### config.mk
export PLATFORM = sky130hd
export DESIGN_NAME = scm_ctrl
export DESIGN_NICKNAME = d
export VERILOG_FILES = /design/src/scm_pkg.sv /design/src/scm_tbl_if.sv /design/src/scm_ctrl.sv /design/src/scm_assoc_tbl.sv
export VERILOG_INCLUDE_DIRS = /design/src
export SDC_FILE = /design/constraint.sdc
export NUM_CORES = 2
export LEC_CHECK = 0
export ABC_AREA = 0
export BUFFER_PORTS_ARGS = -buffer_cell sky130_fd_sc_hd__buf_2
export CAP_MARGIN = 0
export CELL_PAD_IN_SITES_DETAIL_PLACEMENT = 0
export CELL_PAD_IN_SITES_GLOBAL_PLACEMENT = 1
export CORE_MARGIN = 2
export CORE_UTILIZATION = 49
export DETAILED_ROUTE_END_ITERATION = 8
export HOLD_SLACK_MARGIN = 0.06
export PLACE_DENSITY_LB_ADDON = 0.1
export SLEW_MARGIN = 20
export SYNTH_ARGS = -nofsm -noshare
export SYNTH_HDL_FRONTEND = slang
export SYNTH_SLANG_ARGS = --single-unit
### constraint.sdc
create_clock -name clk_sys_i -period 36.7 [get_ports clk_sys_i]
set_clock_uncertainty 0.1 [all_clocks]
set_input_delay 5.505 -clock clk_sys_i [delete_from_list [all_inputs] [get_ports clk_sys_i]]
set_output_delay 5.505 -clock clk_sys_i [all_outputs]
set_load 0.01 [all_outputs]
### src/scm_defines.svh
`ifndef SCM_DEFINES_SVH
`define SCM_DEFINES_SVH

// Command parameters
`define SCM_P1_START 8'h03
`define SCM_P1_TERM  8'h04
`define SCM_P2_CMD   8'h80
`define SCM_P2_RSP   8'hA0

// Tags and fixed lengths
`define SCM_TAG_CMD  8'h73
`define SCM_TAG_RSP  8'h53
`define SCM_TAG_ALG  8'h89
`define SCM_TAG_MSA  8'h88
`define SCM_TAG_CSA  8'h8B
`define SCM_TAG_MAC  8'h8D
`define SCM_TAG_SIZE 8'h8E
`define SCM_LEN_ALG  8'h02
`define SCM_LEN_ID   8'h10
`define SCM_LEN_TERM 8'h20
`define SCM_LEN_RSP  8'h01

// Field positions
`define SCM_SEL_RSVD 6:3
`define SCM_SESS_POS 7:6

// Status words
`define SCM_SW_OK    16'h9000
`define SCM_SW_MAC   16'h9862
`define SCM_SW_DATA  16'h6A80
`define SCM_SW_FULL  16'h6A84
`define SCM_SW_TERM  16'h6F00
`define SCM_SW_P1P2  16'h6B00
`define SCM_SW_NORSP 16'h6985

// Register offsets and reset values
`define SCM_REG_CTRL   4'h0
`define SCM_REG_STATUS 4'h4
`define SCM_REG_LASTSW 4'h8
`define SCM_CTRL_RST   4'h0
`define SCM_LASTSW_RST 16'h0000
`endif

### src/scm_pkg.sv
package scm_pkg;
    typedef logic [7:0]  scm_byte_t;
    typedef logic [1:0]  scm_sess_t;
    typedef logic [15:0] scm_sw_t;
    typedef enum logic [2:0] {PS_OTAG, PS_OLEN, PS_TAG, PS_LEN, PS_VAL} scm_ps_e;
    typedef enum logic [1:0] {TX_IDLE, TX_DATA, TX_SW} scm_tx_e;
endpackage : scm_pkg

### src/scm_tbl_if.sv
`timescale 1ns/1ps
`default_nettype none
interface scm_tbl_if;
    logic         alloc;
    logic [127:0] alloc_id;
    logic [15:0]  alloc_size;
    logic [1:0]   free_sess;
    logic         full;
    logic [127:0] look_id;
    logic [3:0]   look_hit;
    logic [3:0]   kill;
    logic [3:0]   valid;
    modport ctl (output alloc, alloc_id, alloc_size, look_id, kill,
                 input free_sess, full, look_hit, valid);
    modport tbl (input alloc, alloc_id, alloc_size, look_id, kill,
                 output free_sess, full, look_hit, valid);
endinterface : scm_tbl_if
`default_nettype wire

### src/scm_ctrl.sv
// Added by the designer: the register addresses and the address-and-strobe port.
`timescale 1ns/1ps
`default_nettype none
`include "scm_defines.svh"
module scm_ctrl (
    input  wire logic              clk_sys_i,
    input  wire logic              rst_i,
    input  wire logic              apdu_start_i,
    input  wire scm_pkg::scm_byte_t p1_i,
    input  wire scm_pkg::scm_byte_t p2_i,
    input  wire logic              rx_vld_i,
    input  wire scm_pkg::scm_byte_t rx_byte_i,
    input  wire logic              apdu_end_i,
    input  wire logic              mac_ok_i,
    output logic                   tx_vld_o,
    output scm_pkg::scm_byte_t     tx_byte_o,
    output logic                   sw_vld_o,
    output scm_pkg::scm_sw_t       sw_o,
    input  wire scm_pkg::scm_sess_t xfer_sess_i,
    output logic [15:0]            xfer_size_o,
    output logic                   xfer_open_o,
    input  wire logic [3:0]        reg_addr_i,
    input  wire logic [31:0]       reg_wdata_i,
    input  wire logic              reg_we_i,
    input  wire logic              reg_re_i,
    output logic [31:0]            reg_rdata_o
);
    import scm_pkg::*;

    // Reserved bits clear and exactly one selecting bit set
    function automatic logic sel_ok(input scm_byte_t b);
        return (b[`SCM_SEL_RSVD] == 4'h0) && $onehot({b[7], b[2:0]});
    endfunction : sel_ok

    // Expected value length per tag; long form lengths are refused
    function automatic logic len_ok(input scm_byte_t tag,
                                    input scm_byte_t len,
                                    input logic term);
        if (term) begin
            return (tag == `SCM_TAG_MSA || tag == `SCM_TAG_CSA)
                && len == `SCM_LEN_TERM;
        end
        if (tag == `SCM_TAG_ALG) begin
            return len == `SCM_LEN_ALG;
        end
        if (tag == `SCM_TAG_CSA || tag == `SCM_TAG_MAC) begin
            return len == `SCM_LEN_ID;
        end
        if (tag == `SCM_TAG_SIZE) begin
            return len == 8'h01 || len == 8'h02;
        end
        return 1'b0;
    endfunction : len_ok

    scm_tbl_if tbl ();

    scm_byte_t    p1_reg;
    scm_byte_t    p2_reg;
    scm_ps_e      ps_reg;
    scm_ps_e      ps_next;
    scm_byte_t    tag_reg;
    scm_byte_t    rem_reg;
    logic [5:0]   idx_reg;
    logic         bad_reg;
    logic [3:0]   seen_reg;
    logic         msa_reg;
    logic         csa_reg;
    logic [3:0]   kset_reg;
    scm_byte_t    ciph_reg;
    scm_byte_t    integ_reg;
    logic [15:0]  csize_reg;
    logic [127:0] id_reg;
    logic         resp_rdy_reg;
    logic         resp_start_reg;
    scm_sess_t    resp_sess_reg;
    logic [3:0]   lock_reg;
    scm_sw_t      last_sw_reg;
    scm_tx_e      tx_reg;
    logic [1:0]   tx_cnt_reg;

    // Command decode
    logic is_start;
    logic is_term;
    logic is_cmd;
    logic is_rsp;
    logic p_ok;
    assign is_start = p1_reg == `SCM_P1_START;
    assign is_term  = p1_reg == `SCM_P1_TERM;
    assign is_cmd   = p2_reg == `SCM_P2_CMD;
    assign is_rsp   = p2_reg == `SCM_P2_RSP;
    assign p_ok     = (is_start || is_term) && (is_cmd || is_rsp);

    // Byte stream qualifiers
    logic       byte_in;
    logic       in_val;
    logic       last_val;
    logic [3:0] tag_bit;
    logic       bad_now;
    assign byte_in  = rx_vld_i && is_cmd;
    assign in_val   = byte_in && ps_reg == PS_VAL;
    assign last_val = in_val && rem_reg == 8'h01;
    assign tag_bit  = {tag_reg == `SCM_TAG_SIZE, tag_reg == `SCM_TAG_MAC,
                       tag_reg == `SCM_TAG_CSA, tag_reg == `SCM_TAG_ALG};

    // Outer tag 73, short length, and per-tag lengths
    assign bad_now = byte_in
        && ((ps_reg == PS_OTAG && rx_byte_i != `SCM_TAG_CMD)
         || (ps_reg == PS_OLEN && rx_byte_i[7])
         || (ps_reg == PS_LEN && !len_ok(tag_reg, rx_byte_i, is_term)));

    // TLV walk; a zero length value goes straight to the next tag
    always_comb begin
        ps_next = ps_reg;
        unique case (ps_reg)
            PS_OTAG: ps_next = PS_OLEN;
            PS_OLEN: ps_next = PS_TAG;
            PS_TAG:  ps_next = PS_LEN;
            PS_LEN:  ps_next = (rx_byte_i == 8'h00) ? PS_TAG : PS_VAL;
            PS_VAL:  ps_next = (rem_reg == 8'h01) ? PS_TAG : PS_VAL;
        endcase
    end

    // Header latch; every APDU restarts the parser
    always_ff @(posedge clk_sys_i or posedge rst_i) begin
        if (rst_i) begin
            p1_reg <= 8'h00;
            p2_reg <= 8'h00;
            ps_reg <= PS_OTAG;
        end else if (apdu_start_i) begin
            p1_reg <= p1_i;
            p2_reg <= p2_i;
            ps_reg <= PS_OTAG;
        end else if (byte_in) begin
            ps_reg <= ps_next;
        end
    end

    // Tag, remaining length and value index
    always_ff @(posedge clk_sys_i or posedge rst_i) begin
        if (rst_i) begin
            tag_reg <= 8'h00;
            rem_reg <= 8'h00;
            idx_reg <= 6'h00;
        end else if (byte_in) begin
            if (ps_reg == PS_TAG) begin
                tag_reg <= rx_byte_i;
            end
            if (ps_reg == PS_LEN) begin
                rem_reg <= rx_byte_i;
                idx_reg <= 6'h00;
            end
            if (in_val) begin
                rem_reg <= rem_reg - 8'h01;
                idx_reg <= idx_reg + 6'h01;
            end
        end
    end

    // Presence flags, cleared per APDU; a missing TLV stays visible
    always_ff @(posedge clk_sys_i or posedge rst_i) begin
        if (rst_i) begin
            bad_reg  <= 1'b0;
            seen_reg <= 4'h0;
        end else if (apdu_start_i) begin
            bad_reg  <= 1'b0;
            seen_reg <= 4'h0;
        end else begin
            bad_reg  <= bad_reg | bad_now;
            seen_reg <= seen_reg | (last_val ? tag_bit : 4'h0);
        end
    end

    // Value capture: selection bytes, identifier, container size
    always_ff @(posedge clk_sys_i or posedge rst_i) begin
        if (rst_i) begin
            ciph_reg  <= 8'h00;
            integ_reg <= 8'h00;
            id_reg    <= 128'h0;
            csize_reg <= 16'h0000;
        end else if (in_val) begin
            if (tag_bit[0] && idx_reg == 6'h00) begin
                ciph_reg <= rx_byte_i;
            end
            if (tag_bit[0] && idx_reg == 6'h01) begin
                integ_reg <= rx_byte_i;
            end
            if ((tag_bit[1] || tag_reg == `SCM_TAG_MSA) && idx_reg < 6'h10) begin
                id_reg <= {id_reg[119:0], rx_byte_i}; // Identifier is the first 16 bytes
            end
            if (tag_bit[3]) begin
                csize_reg <= {csize_reg[7:0], rx_byte_i};
            end
        end
    end

    // Terminate list: the identifier is complete by the MAC's last byte
    assign tbl.look_id = id_reg;
    always_ff @(posedge clk_sys_i or posedge rst_i) begin
        if (rst_i) begin
            msa_reg  <= 1'b0;
            csa_reg  <= 1'b0;
            kset_reg <= 4'h0;
        end else if (apdu_start_i) begin
            msa_reg  <= 1'b0;
            csa_reg  <= 1'b0;
            kset_reg <= 4'h0;
        end else if (last_val && is_term) begin
            msa_reg  <= msa_reg | (tag_reg == `SCM_TAG_MSA);
            csa_reg  <= csa_reg | tag_bit[1];
            kset_reg <= kset_reg | (tag_bit[1] ? tbl.look_hit : 4'h0);
        end
    end

    // Verdicts at the end of a command block
    logic       parse_done;
    logic       start_fmt;
    logic       term_fmt;
    logic [3:0] term_set;
    logic       end_cmd;
    logic       end_rsp;
    logic       have;
    scm_sw_t    sw_cmd;
    assign parse_done = ps_reg == PS_TAG && !bad_reg;
    assign start_fmt  = parse_done && seen_reg == 4'hF && sel_ok(ciph_reg)
                        && sel_ok(integ_reg) && csize_reg != 16'h0000;
    // A master TLV alone or connection TLVs only; a mix is refused
    assign term_fmt   = parse_done && (msa_reg ^ csa_reg);
    // Only one master association is tracked, so it covers every open slot
    assign term_set   = msa_reg ? tbl.valid : kset_reg;
    assign end_cmd    = apdu_end_i && !(p_ok && is_rsp);
    assign end_rsp    = apdu_end_i && p_ok && is_rsp;
    assign have       = resp_rdy_reg && resp_start_reg == is_start;

    // Status word choice
    assign sw_cmd = !p_ok                ? `SCM_SW_P1P2 :
                    is_start             ? (!start_fmt ? `SCM_SW_DATA :
                                            !mac_ok_i  ? `SCM_SW_MAC  :
                                            tbl.full   ? `SCM_SW_FULL : `SCM_SW_OK) :
                    !term_fmt            ? `SCM_SW_DATA :
                    !mac_ok_i            ? `SCM_SW_MAC  :
                    |(term_set & lock_reg) ? `SCM_SW_TERM : `SCM_SW_OK;

    // State changes only on a well-formed command with a good MAC; locked slots survive
    assign tbl.alloc      = end_cmd && p_ok && is_start && start_fmt && mac_ok_i
                            && !tbl.full;
    assign tbl.alloc_id   = id_reg;
    assign tbl.alloc_size = csize_reg;
    assign tbl.kill       = (end_cmd && p_ok && is_term && term_fmt && mac_ok_i)
                            ? (term_set & ~lock_reg) : 4'h0;

    scm_assoc_tbl u_tbl (
        .clk_sys_i   (clk_sys_i),
        .rst_i       (rst_i),
        .t           (tbl),
        .xfer_sess_i (xfer_sess_i),
        .xfer_size_o (xfer_size_o),
        .xfer_open_o (xfer_open_o)
    );

    // Pending response: one per successful command, dropped by any other command
    always_ff @(posedge clk_sys_i or posedge rst_i) begin
        if (rst_i) begin
            resp_rdy_reg   <= 1'b0;
            resp_start_reg <= 1'b0;
            resp_sess_reg  <= 2'h0;
        end else if (end_cmd) begin
            resp_rdy_reg   <= sw_cmd == `SCM_SW_OK;
            resp_start_reg <= is_start;
            resp_sess_reg  <= tbl.free_sess;
        end else if (end_rsp) begin
            resp_rdy_reg   <= 1'b0;
        end
    end

    // Response bytes: 53 01 session, or 73 00 for terminate
    scm_byte_t rsp_byte;
    logic      tx_last;
    assign rsp_byte = resp_start_reg
        ? (tx_cnt_reg == 2'h0 ? `SCM_TAG_RSP :
           tx_cnt_reg == 2'h1 ? `SCM_LEN_RSP : {resp_sess_reg, 6'h00})
        : (tx_cnt_reg == 2'h0 ? `SCM_TAG_CMD : 8'h00);
    assign tx_last  = tx_cnt_reg == (resp_start_reg ? 2'h2 : 2'h1);

    // Fetch sequencer; status follows the last data byte
    always_ff @(posedge clk_sys_i or posedge rst_i) begin
        if (rst_i) begin
            tx_reg     <= TX_IDLE;
            tx_cnt_reg <= 2'h0;
        end else begin
            unique case (tx_reg)
                TX_IDLE: if (end_rsp && have) begin
                    tx_reg     <= TX_DATA;
                    tx_cnt_reg <= 2'h0;
                end
                TX_DATA: begin
                    tx_cnt_reg <= tx_cnt_reg + 2'h1;
                    if (tx_last) begin
                        tx_reg <= TX_SW;
                    end
                end
                TX_SW:   tx_reg <= TX_IDLE;
            endcase
        end
    end

    // Registered outputs toward the terminal side
    logic    sw_pulse;
    scm_sw_t sw_next;
    assign sw_pulse = end_cmd || (end_rsp && !have) || tx_reg == TX_SW;
    assign sw_next  = end_cmd ? sw_cmd : (tx_reg == TX_SW) ? `SCM_SW_OK : `SCM_SW_NORSP;

    always_ff @(posedge clk_sys_i or posedge rst_i) begin
        if (rst_i) begin
            tx_vld_o  <= 1'b0;
            tx_byte_o <= 8'h00;
            sw_vld_o  <= 1'b0;
            sw_o      <= 16'h0000;
        end else begin
            tx_vld_o  <= tx_reg == TX_DATA;
            tx_byte_o <= (tx_reg == TX_DATA) ? rsp_byte : 8'h00;
            sw_vld_o  <= sw_pulse;
            sw_o      <= sw_pulse ? sw_next : sw_o;
        end
    end

    // Register file: lock mask steers termination, status shows the table
    logic [31:0] rd_mux;
    assign rd_mux = (reg_addr_i == `SCM_REG_CTRL)   ? {28'h0, lock_reg} :
                    (reg_addr_i == `SCM_REG_STATUS) ? {23'h0, resp_rdy_reg, 2'h0,
                                                       resp_sess_reg, tbl.valid} :
                    (reg_addr_i == `SCM_REG_LASTSW) ? {16'h0, last_sw_reg} : 32'h0;

    always_ff @(posedge clk_sys_i or posedge rst_i) begin
        if (rst_i) begin
            lock_reg    <= `SCM_CTRL_RST;
            last_sw_reg <= `SCM_LASTSW_RST;
            reg_rdata_o <= 32'h0;
        end else begin
            if (reg_we_i && reg_addr_i == `SCM_REG_CTRL) begin
                lock_reg <= reg_wdata_i[3:0];
            end
            if (sw_pulse) begin
                last_sw_reg <= sw_next;
            end
            reg_rdata_o <= reg_re_i ? rd_mux : 32'h0;
        end
    end
endmodule : scm_ctrl
`default_nettype wire

### src/scm_assoc_tbl.sv
`timescale 1ns/1ps
`default_nettype none
module scm_assoc_tbl (
    input  wire logic        clk_sys_i,
    input  wire logic        rst_i,
    scm_tbl_if.tbl           t,
    input  wire logic [1:0]  xfer_sess_i,
    output logic      [15:0] xfer_size_o,
    output logic             xfer_open_o
);
    import scm_pkg::*;

    logic [3:0]   valid_reg;
    logic [127:0] id_reg [4];
    logic [15:0]  size_reg [4];
    logic [3:0]   alloc_mask;

    // Lowest free slot wins, so session numbers are reused predictably
    assign t.free_sess = !valid_reg[0] ? 2'h0 :
                         !valid_reg[1] ? 2'h1 :
                         !valid_reg[2] ? 2'h2 : 2'h3;
    assign t.full      = &valid_reg;
    assign t.valid     = valid_reg;
    assign alloc_mask  = (t.alloc && !t.full) ? (4'h1 << t.free_sess) : 4'h0;

    // Identifier lookup against every open association
    genvar g;
    for (g = 0; g < 4; g++) begin : g_hit
        assign t.look_hit[g] = valid_reg[g] && (id_reg[g] == t.look_id);
    end

    // Kill and allocate never meet on one slot: a killed slot was open
    always_ff @(posedge clk_sys_i or posedge rst_i) begin
        if (rst_i) begin
            valid_reg <= 4'h0;
        end else begin
            valid_reg <= (valid_reg & ~t.kill) | alloc_mask;
        end
    end

    // Session number is bound to its container size here
    always_ff @(posedge clk_sys_i or posedge rst_i) begin
        if (rst_i) begin
            for (int i = 0; i < 4; i++) begin
                id_reg[i]   <= 128'h0;
                size_reg[i] <= 16'h0000;
            end
        end else begin
            for (int i = 0; i < 4; i++) begin
                if (alloc_mask[i]) begin
                    id_reg[i]   <= t.alloc_id;
                    size_reg[i] <= t.alloc_size;
                end
            end
        end
    end

    // Later data transfers look up the size of their session
    always_ff @(posedge clk_sys_i or posedge rst_i) begin
        if (rst_i) begin
            xfer_size_o <= 16'h0000;
            xfer_open_o <= 1'b0;
        end else begin
            xfer_size_o <= size_reg[xfer_sess_i];
            xfer_open_o <= valid_reg[xfer_sess_i];
        end
    end
endmodule : scm_assoc_tbl
`default_nettype wire

Word-level counts from Yosys, hierarchy flattened. Index checks and enable logic that the tools add are counted.

$add $sub $neg: 9. Magnitude comparators: 3. Equal/unequal tests: 37. Shift operators: 1. Muxes and demuxes: 75. Bitwise logic cells: 13. Reductions and logical operators: 80.

Operators by type and width (count): equality test 128 bit (4); two-way mux 16 bit (16); equality test 8 bit (second input constant) (7); two-way mux 8 bit (6); logical AND 1 bit (42); binary-select mux 16 bit (select 2 bit) (1); two-way mux 4 bit (8); two-way mux 1 bit (27); equality test 16 bit (second input constant) (1); equality test 8 x 1 -> 1 bit (second input constant) (2); equality test 8 x 2 -> 1 bit (second input constant) (2); AND reduction 2 bit (8); nonzero test 16 bit (1); case mux 3 bit (5 select lines) (1); bitwise AND 4 bit (3); logical NOT 4 bit (3); two-way mux 2 bit (6); two-way mux 3 bit (4); two-way mux 6 bit (2); bitwise OR 4 bit (3); nonzero test 2 bit (5); equality test 3 x 1 -> 1 bit (second input constant) (3); logical OR 1 bit (9); adder 1 x 1 -> 2 bit (4); 37 further kinds (50).

Bits in registers: 863. Input bits: 70. Output and inout bits: 75. Logic and storage cells: 255.

Longest topological paths before layout.
Depth in word-level cells: 18. Depth in mapped cells: 14. Depth with buffers taken out: 11.

Hierarchy. A second synthesis with hierarchy kept.

Cells, all modules: 3035. Area total of the unflattened synthesis: 39940.8 um^2.

By module, submodules not included: scm_assoc_tbl (instances 1, cells an instance 2194, area each 28847.7 um^2, sequential area each 14939.3 um^2); scm_ctrl (instances 1, cells an instance 841, area each 11093.1 um^2, sequential area each 6381.1 um^2).

Least setup slack after synthesis. OpenSTA, ideal clock, no wires.

Path kind: input to register. Start point: input rx_vld_i. End point: register id_reg[108]. Library setup time: 0.132 ns. Arrival: 7.534 ns. Required time: 36.468 ns. Path slack: 28.934 ns. Stages: 8. Buffers on the path: 3. Cells stage by stage: nand2b_1 > nor3_1 > nand2_1 > nor4_1 > buf_2 > clkbuf_1 > clkbuf_1 > o21ai_0.

Longest elaborated chain between the ends: 3.

RTL lines: start, declared (RTL line scm_ctrl.sv:11) `input wire logic rx_vld_i,`; logical AND 1 bit (RTL line scm_ctrl.sv:99) `assign byte_in = rx_vld_i && is_cmd;`; logical AND 1 bit (RTL line scm_ctrl.sv:100) `assign in_val = byte_in && ps_reg == PS_VAL;`; AND reduction 2 bit (no line); end signal, assigned (RTL line scm_ctrl.sv:188) `id_reg <= {id_reg[119:0], rx_byte_i};`; end, declared (RTL line scm_ctrl.sv:72) `logic [127:0] id_reg;`.

No other way between the ends. A chain may end at the register's enable or synchronous reset.

Final worst setup path.
Start point: input mac_ok_i. End point: register u_tbl.id_reg[12] (netlist bit).

Longest elaborated chain between the ends: 4.

RTL lines: start, declared (RTL line scm_ctrl.sv:14) `input wire logic mac_ok_i,`; logical AND 1 bit (RTL line scm_ctrl.sv:244) `assign tbl.alloc = end_cmd && p_ok && is_start && start_fmt && mac_ok_i`; logical AND 1 bit (RTL line scm_ctrl.sv:245) `&& !tbl.full;`; logical AND 1 bit (RTL line scm_assoc_tbl.sv:24) `assign alloc_mask = (t.alloc && !t.full) ? (4'h1 << t.free_sess) : 4'h0;`; two-way mux 4 bit (RTL line scm_assoc_tbl.sv:24); end signal, assigned by index (RTL line scm_assoc_tbl.sv:51) `id_reg[i] <= t.alloc_id;`; end, declared (RTL line scm_assoc_tbl.sv:14) `logic [127:0] id_reg [4];`.

No other way between the ends.

==> summary.md <==
| Metric | Value |
|---|---|
| Status | `completed` |
| Slew @ Worst Pin | `1.125 ns` |
| Synth Area per Inst | `10.75 µm²` |
| Total wire length | `129,500 µm` |
| Die Span Y | `288.1 µm` |
| CTS buffer count | `95` |
| Hpwl dp | `90,550 µm` |
| Share of cells above drive strength 1 | `20.36%` |
| Worst-path cell chain | `buf_2 -> inv_1 -> or4_1 -> nor4_4 -> buf_4 -> buf_4 -> mux2_2` |
| Antenna Nets Post-Route | `0` |
| CTS H-tree lvls | `3` |
| Number of global-route vias before repair | `27,390` |
| Post-Syn Instances | `3,678` |
| Die Width | `288.1 µm` |
| Asr flop ratio synth | `100.0%` |
| Period utilisation layout | `23.69%` |
| Slowest cell on crit path | `nor4_4` |
| Clock Sinks | `852` |
| Global route overflow | `0` |
| Max stage delay on crit path | `0.98 ns` |
| Primary FF master, synth | `dfrtp_1` |
| Vias per inst | `5.802` |
| Tmin final | `8.695 ns` |
| Final Hold Violating Endpoints | `0` |
| Seq cells post-synth | `852` |
| Maximum clock path buffer count | `3` |
| Routed WL per cell | `26.88 µm` |
| Crit end category | `register` |
| Post-cts sizing count | `0` |
| Number of enable flip-flop cells after synthesis | `0` |
| Starting Density | `49.34%` |
| Reg clk slew, reported paths | `0.06 ns` |
| Syn Std Cell Area | `0.03955 mm²` |
| Number of top-level pins | `145` |
| Largest net degree at the start of global routing | `166` |
| RSZ-0062 raised after global routing | `no` |
| Critical Path RT | `37.14 ns` |
| Die area | `0.08301 mm²` |
| Setup WS pre-CTS | `27.29 ns` |
| Max frequency | `115.0 MHz` |
| Startpoint types | `input port` |
| Root buffer cell | `clkbuf_16` |
| Hold crit path type | `reg2reg` |
| Final Setup Violations | `0` |
| Syn. warnings | `0` |
| Total track usage | `31.43%` |
| Via count | `27,950` |
| DRC Markers | `0` |
| Setup bufs post-CTS | `0` |
| Multi-input logic area | `0.01646 mm²` |
| Pwr Density | `46.02 mW/mm²` |
| Area Overhead vs Synth | `11.33%` |
| Rows | `104` |
| Seq/Total Area, Yosys | `53.91%` |
| Global-route wire length before repair | `188,700 µm` |
| Core area | `0.08016 mm²` |
| Most frequent cells in the layout | `dfrtp_1 (852), nand2_1 (735), mux2_2 (385)` |
| MaxCap Viol Count | `0` |
| CP Data Arrival Time | `9.13 ns` |
| Relative slew slack | `24.31%` |
| Most common cell after layout, fill and taps aside | `dfrtp_1` |
| Post-CTS Hold Fix Bufs | `0` |
| Placer congestion estimate | `1.024` |
| Pwr Total | `2.026 mW` |
| Initial DRT Pass Iterations | `5` |
| Most used cell, CP | `buf_4` |
| Sequential cell area | `0.02132 mm²` |
| Post-layout nets | `3,767` |
| Distinct cells, synth | `74` |
| VDD IR-drop max | `0.00003197 V` |
| Post-route setup TNS | `0 ns` |
| DRT iter0 DRCs | `2,635` |
| Crit path max fanout | `65` |
| Leakage | `21.37 nW` |
| Initial antenna violation count | `6` |
| # fillers | `7,071` |
| Port-buffer cells | `96` |
| Largest register FFs | `512` |
| CTS tree | `done` |
| Max Slew Vio Count | `0` |
| CP Class | `in2reg` |
| Setup slack after layout | `28.01 ns` |
| Clock Latency Late Sink | `0.66 ns` |
per-layer routing:
metal	vias to the layer above	track usage (%)	part of all wire, %	routed length, µm
met5	-	0	0.042	55
met1	14260	41.95	42	53820
met4	8	14.31	4.9	6326
met2	969	50.75	47	60980
met3	234	4.945	6.4	8308
li1	12480	-	-	-
cells by family after synthesis:
group                    Yosys count  synth area share (%)
XOR/XNOR                         329                 7.285
buffers and inverters            429                 4.850
flip-flops                       852                 53.91
AO/OA/AOI/OAI                    499                 8.092
AND/OR/NAND/NOR                 1146                 13.28
multiplexers                     405                 12.01
other                              1              0.009481
adder cells (fa/ha/maj)           17                0.5758
cells in the mapped netlist (all sizes together) (3+ instances only):
cell / instances / share of area, %
a2111o: 3 / 0.085
a2111oi: 27 / 0.60
a211oi: 4 / 0.076
a21boi: 3 / 0.057
a21oi: 21 / 0.27
a221oi: 14 / 0.31
a222oi: 3 / 0.076
a22o: 21 / 0.47
a22oi: 8 / 0.15
a31oi: 4 / 0.063
and2: 9 / 0.14
and3: 10 / 0.16
buf: 103 / 1.8
clkbuf: 173 / 1.6
dfrtp: 852 / 54
ha: 15 / 0.47
inv: 151 / 1.4
mux2: 385 / 11
mux2i: 3 / 0.076
mux4: 17 / 0.97
nand2: 735 / 7.0
nand2b: 31 / 0.49
nand3: 23 / 0.29
nand4: 63 / 1.0
nor2: 37 / 0.35
nor2b: 80 / 1.3
nor3: 29 / 0.37
nor3b: 3 / 0.057
nor4: 83 / 1.3
nor4b: 5 / 0.11
o2111ai: 8 / 0.18
o21ai: 264 / 3.5
o221ai: 5 / 0.11
o22ai: 61 / 0.96
o2bb2ai: 22 / 0.49
o31ai: 6 / 0.11
o32ai: 4 / 0.089
or2: 5 / 0.079
or3: 11 / 0.17
or4: 13 / 0.26
xnor2: 145 / 3.2
xor2: 184 / 4.1
final cells by class:
class | instances | share of cell area [%]
clock inverters | 31 | 0.9263
clock buffers | 143 | 6.544
inverters | 153 | 1.321
flip-flops and latches | 852 | 48.42
well taps | 1060 | 3.012
multi-input cells | 2416 | 37.39
repair buffers | 162 | 2.384
diodes | 1 | 0.005683
worst paths after layout:
check / start / end / slack (ns) / cells after the start
hold / removal: u_tbl.size_reg[29]$_DFFE_PP0P_ / u_tbl.size_reg[29]$_DFFE_PP0P_ / 0.36 / 2
min in group asynchronous: rst_i / u_tbl.xfer_size_o[6]$_DFF_PP0_ / 4.93 / 2
max in group asynchronous: rst_i / u_tbl.id_reg[480]$_DFFE_PP0P_ / 28.46 / 5
setup reg to reg: integ_reg[0]$_DFFE_PP0P_ / u_tbl.id_reg[12]$_DFFE_PP0P_ / 31.33 / 12
hold reg to reg: u_tbl.size_reg[29]$_DFFE_PP0P_ / u_tbl.size_reg[29]$_DFFE_PP0P_ / 0.36 / 2
setup / recovery: mac_ok_i / u_tbl.id_reg[12]$_DFFE_PP0P_ / 28.01 / 7
power by group:
group	total, mW	internal [mW]	switching [mW]
clock network	0.998	0.604	0.394
logic	0.0696	0.0222	0.0473
registers	0.959	0.950	0.00879
critical path: cells and delay by family:
family / cells / cell delay (ns)
mux: 1 / 0.42
simple gates: 2 / 1.73
buf+inv: 4 / 1.35
through the flow:
step,hold WS (ns),instances,util (%),cell area (µm²)
final,0.3617,4818,54.94,44030
after global routing,0.3827,4817,54.93,44030
after CTS,0.3631,4815,54.85,43960
after detailed placement,0.3501,4641,50.74,40670
after global placement,0.3438,4641,50.74,40670
after floorplan,0.3326,3697,-,39620
No activity file was read; power rests on OpenSTA's default activity.
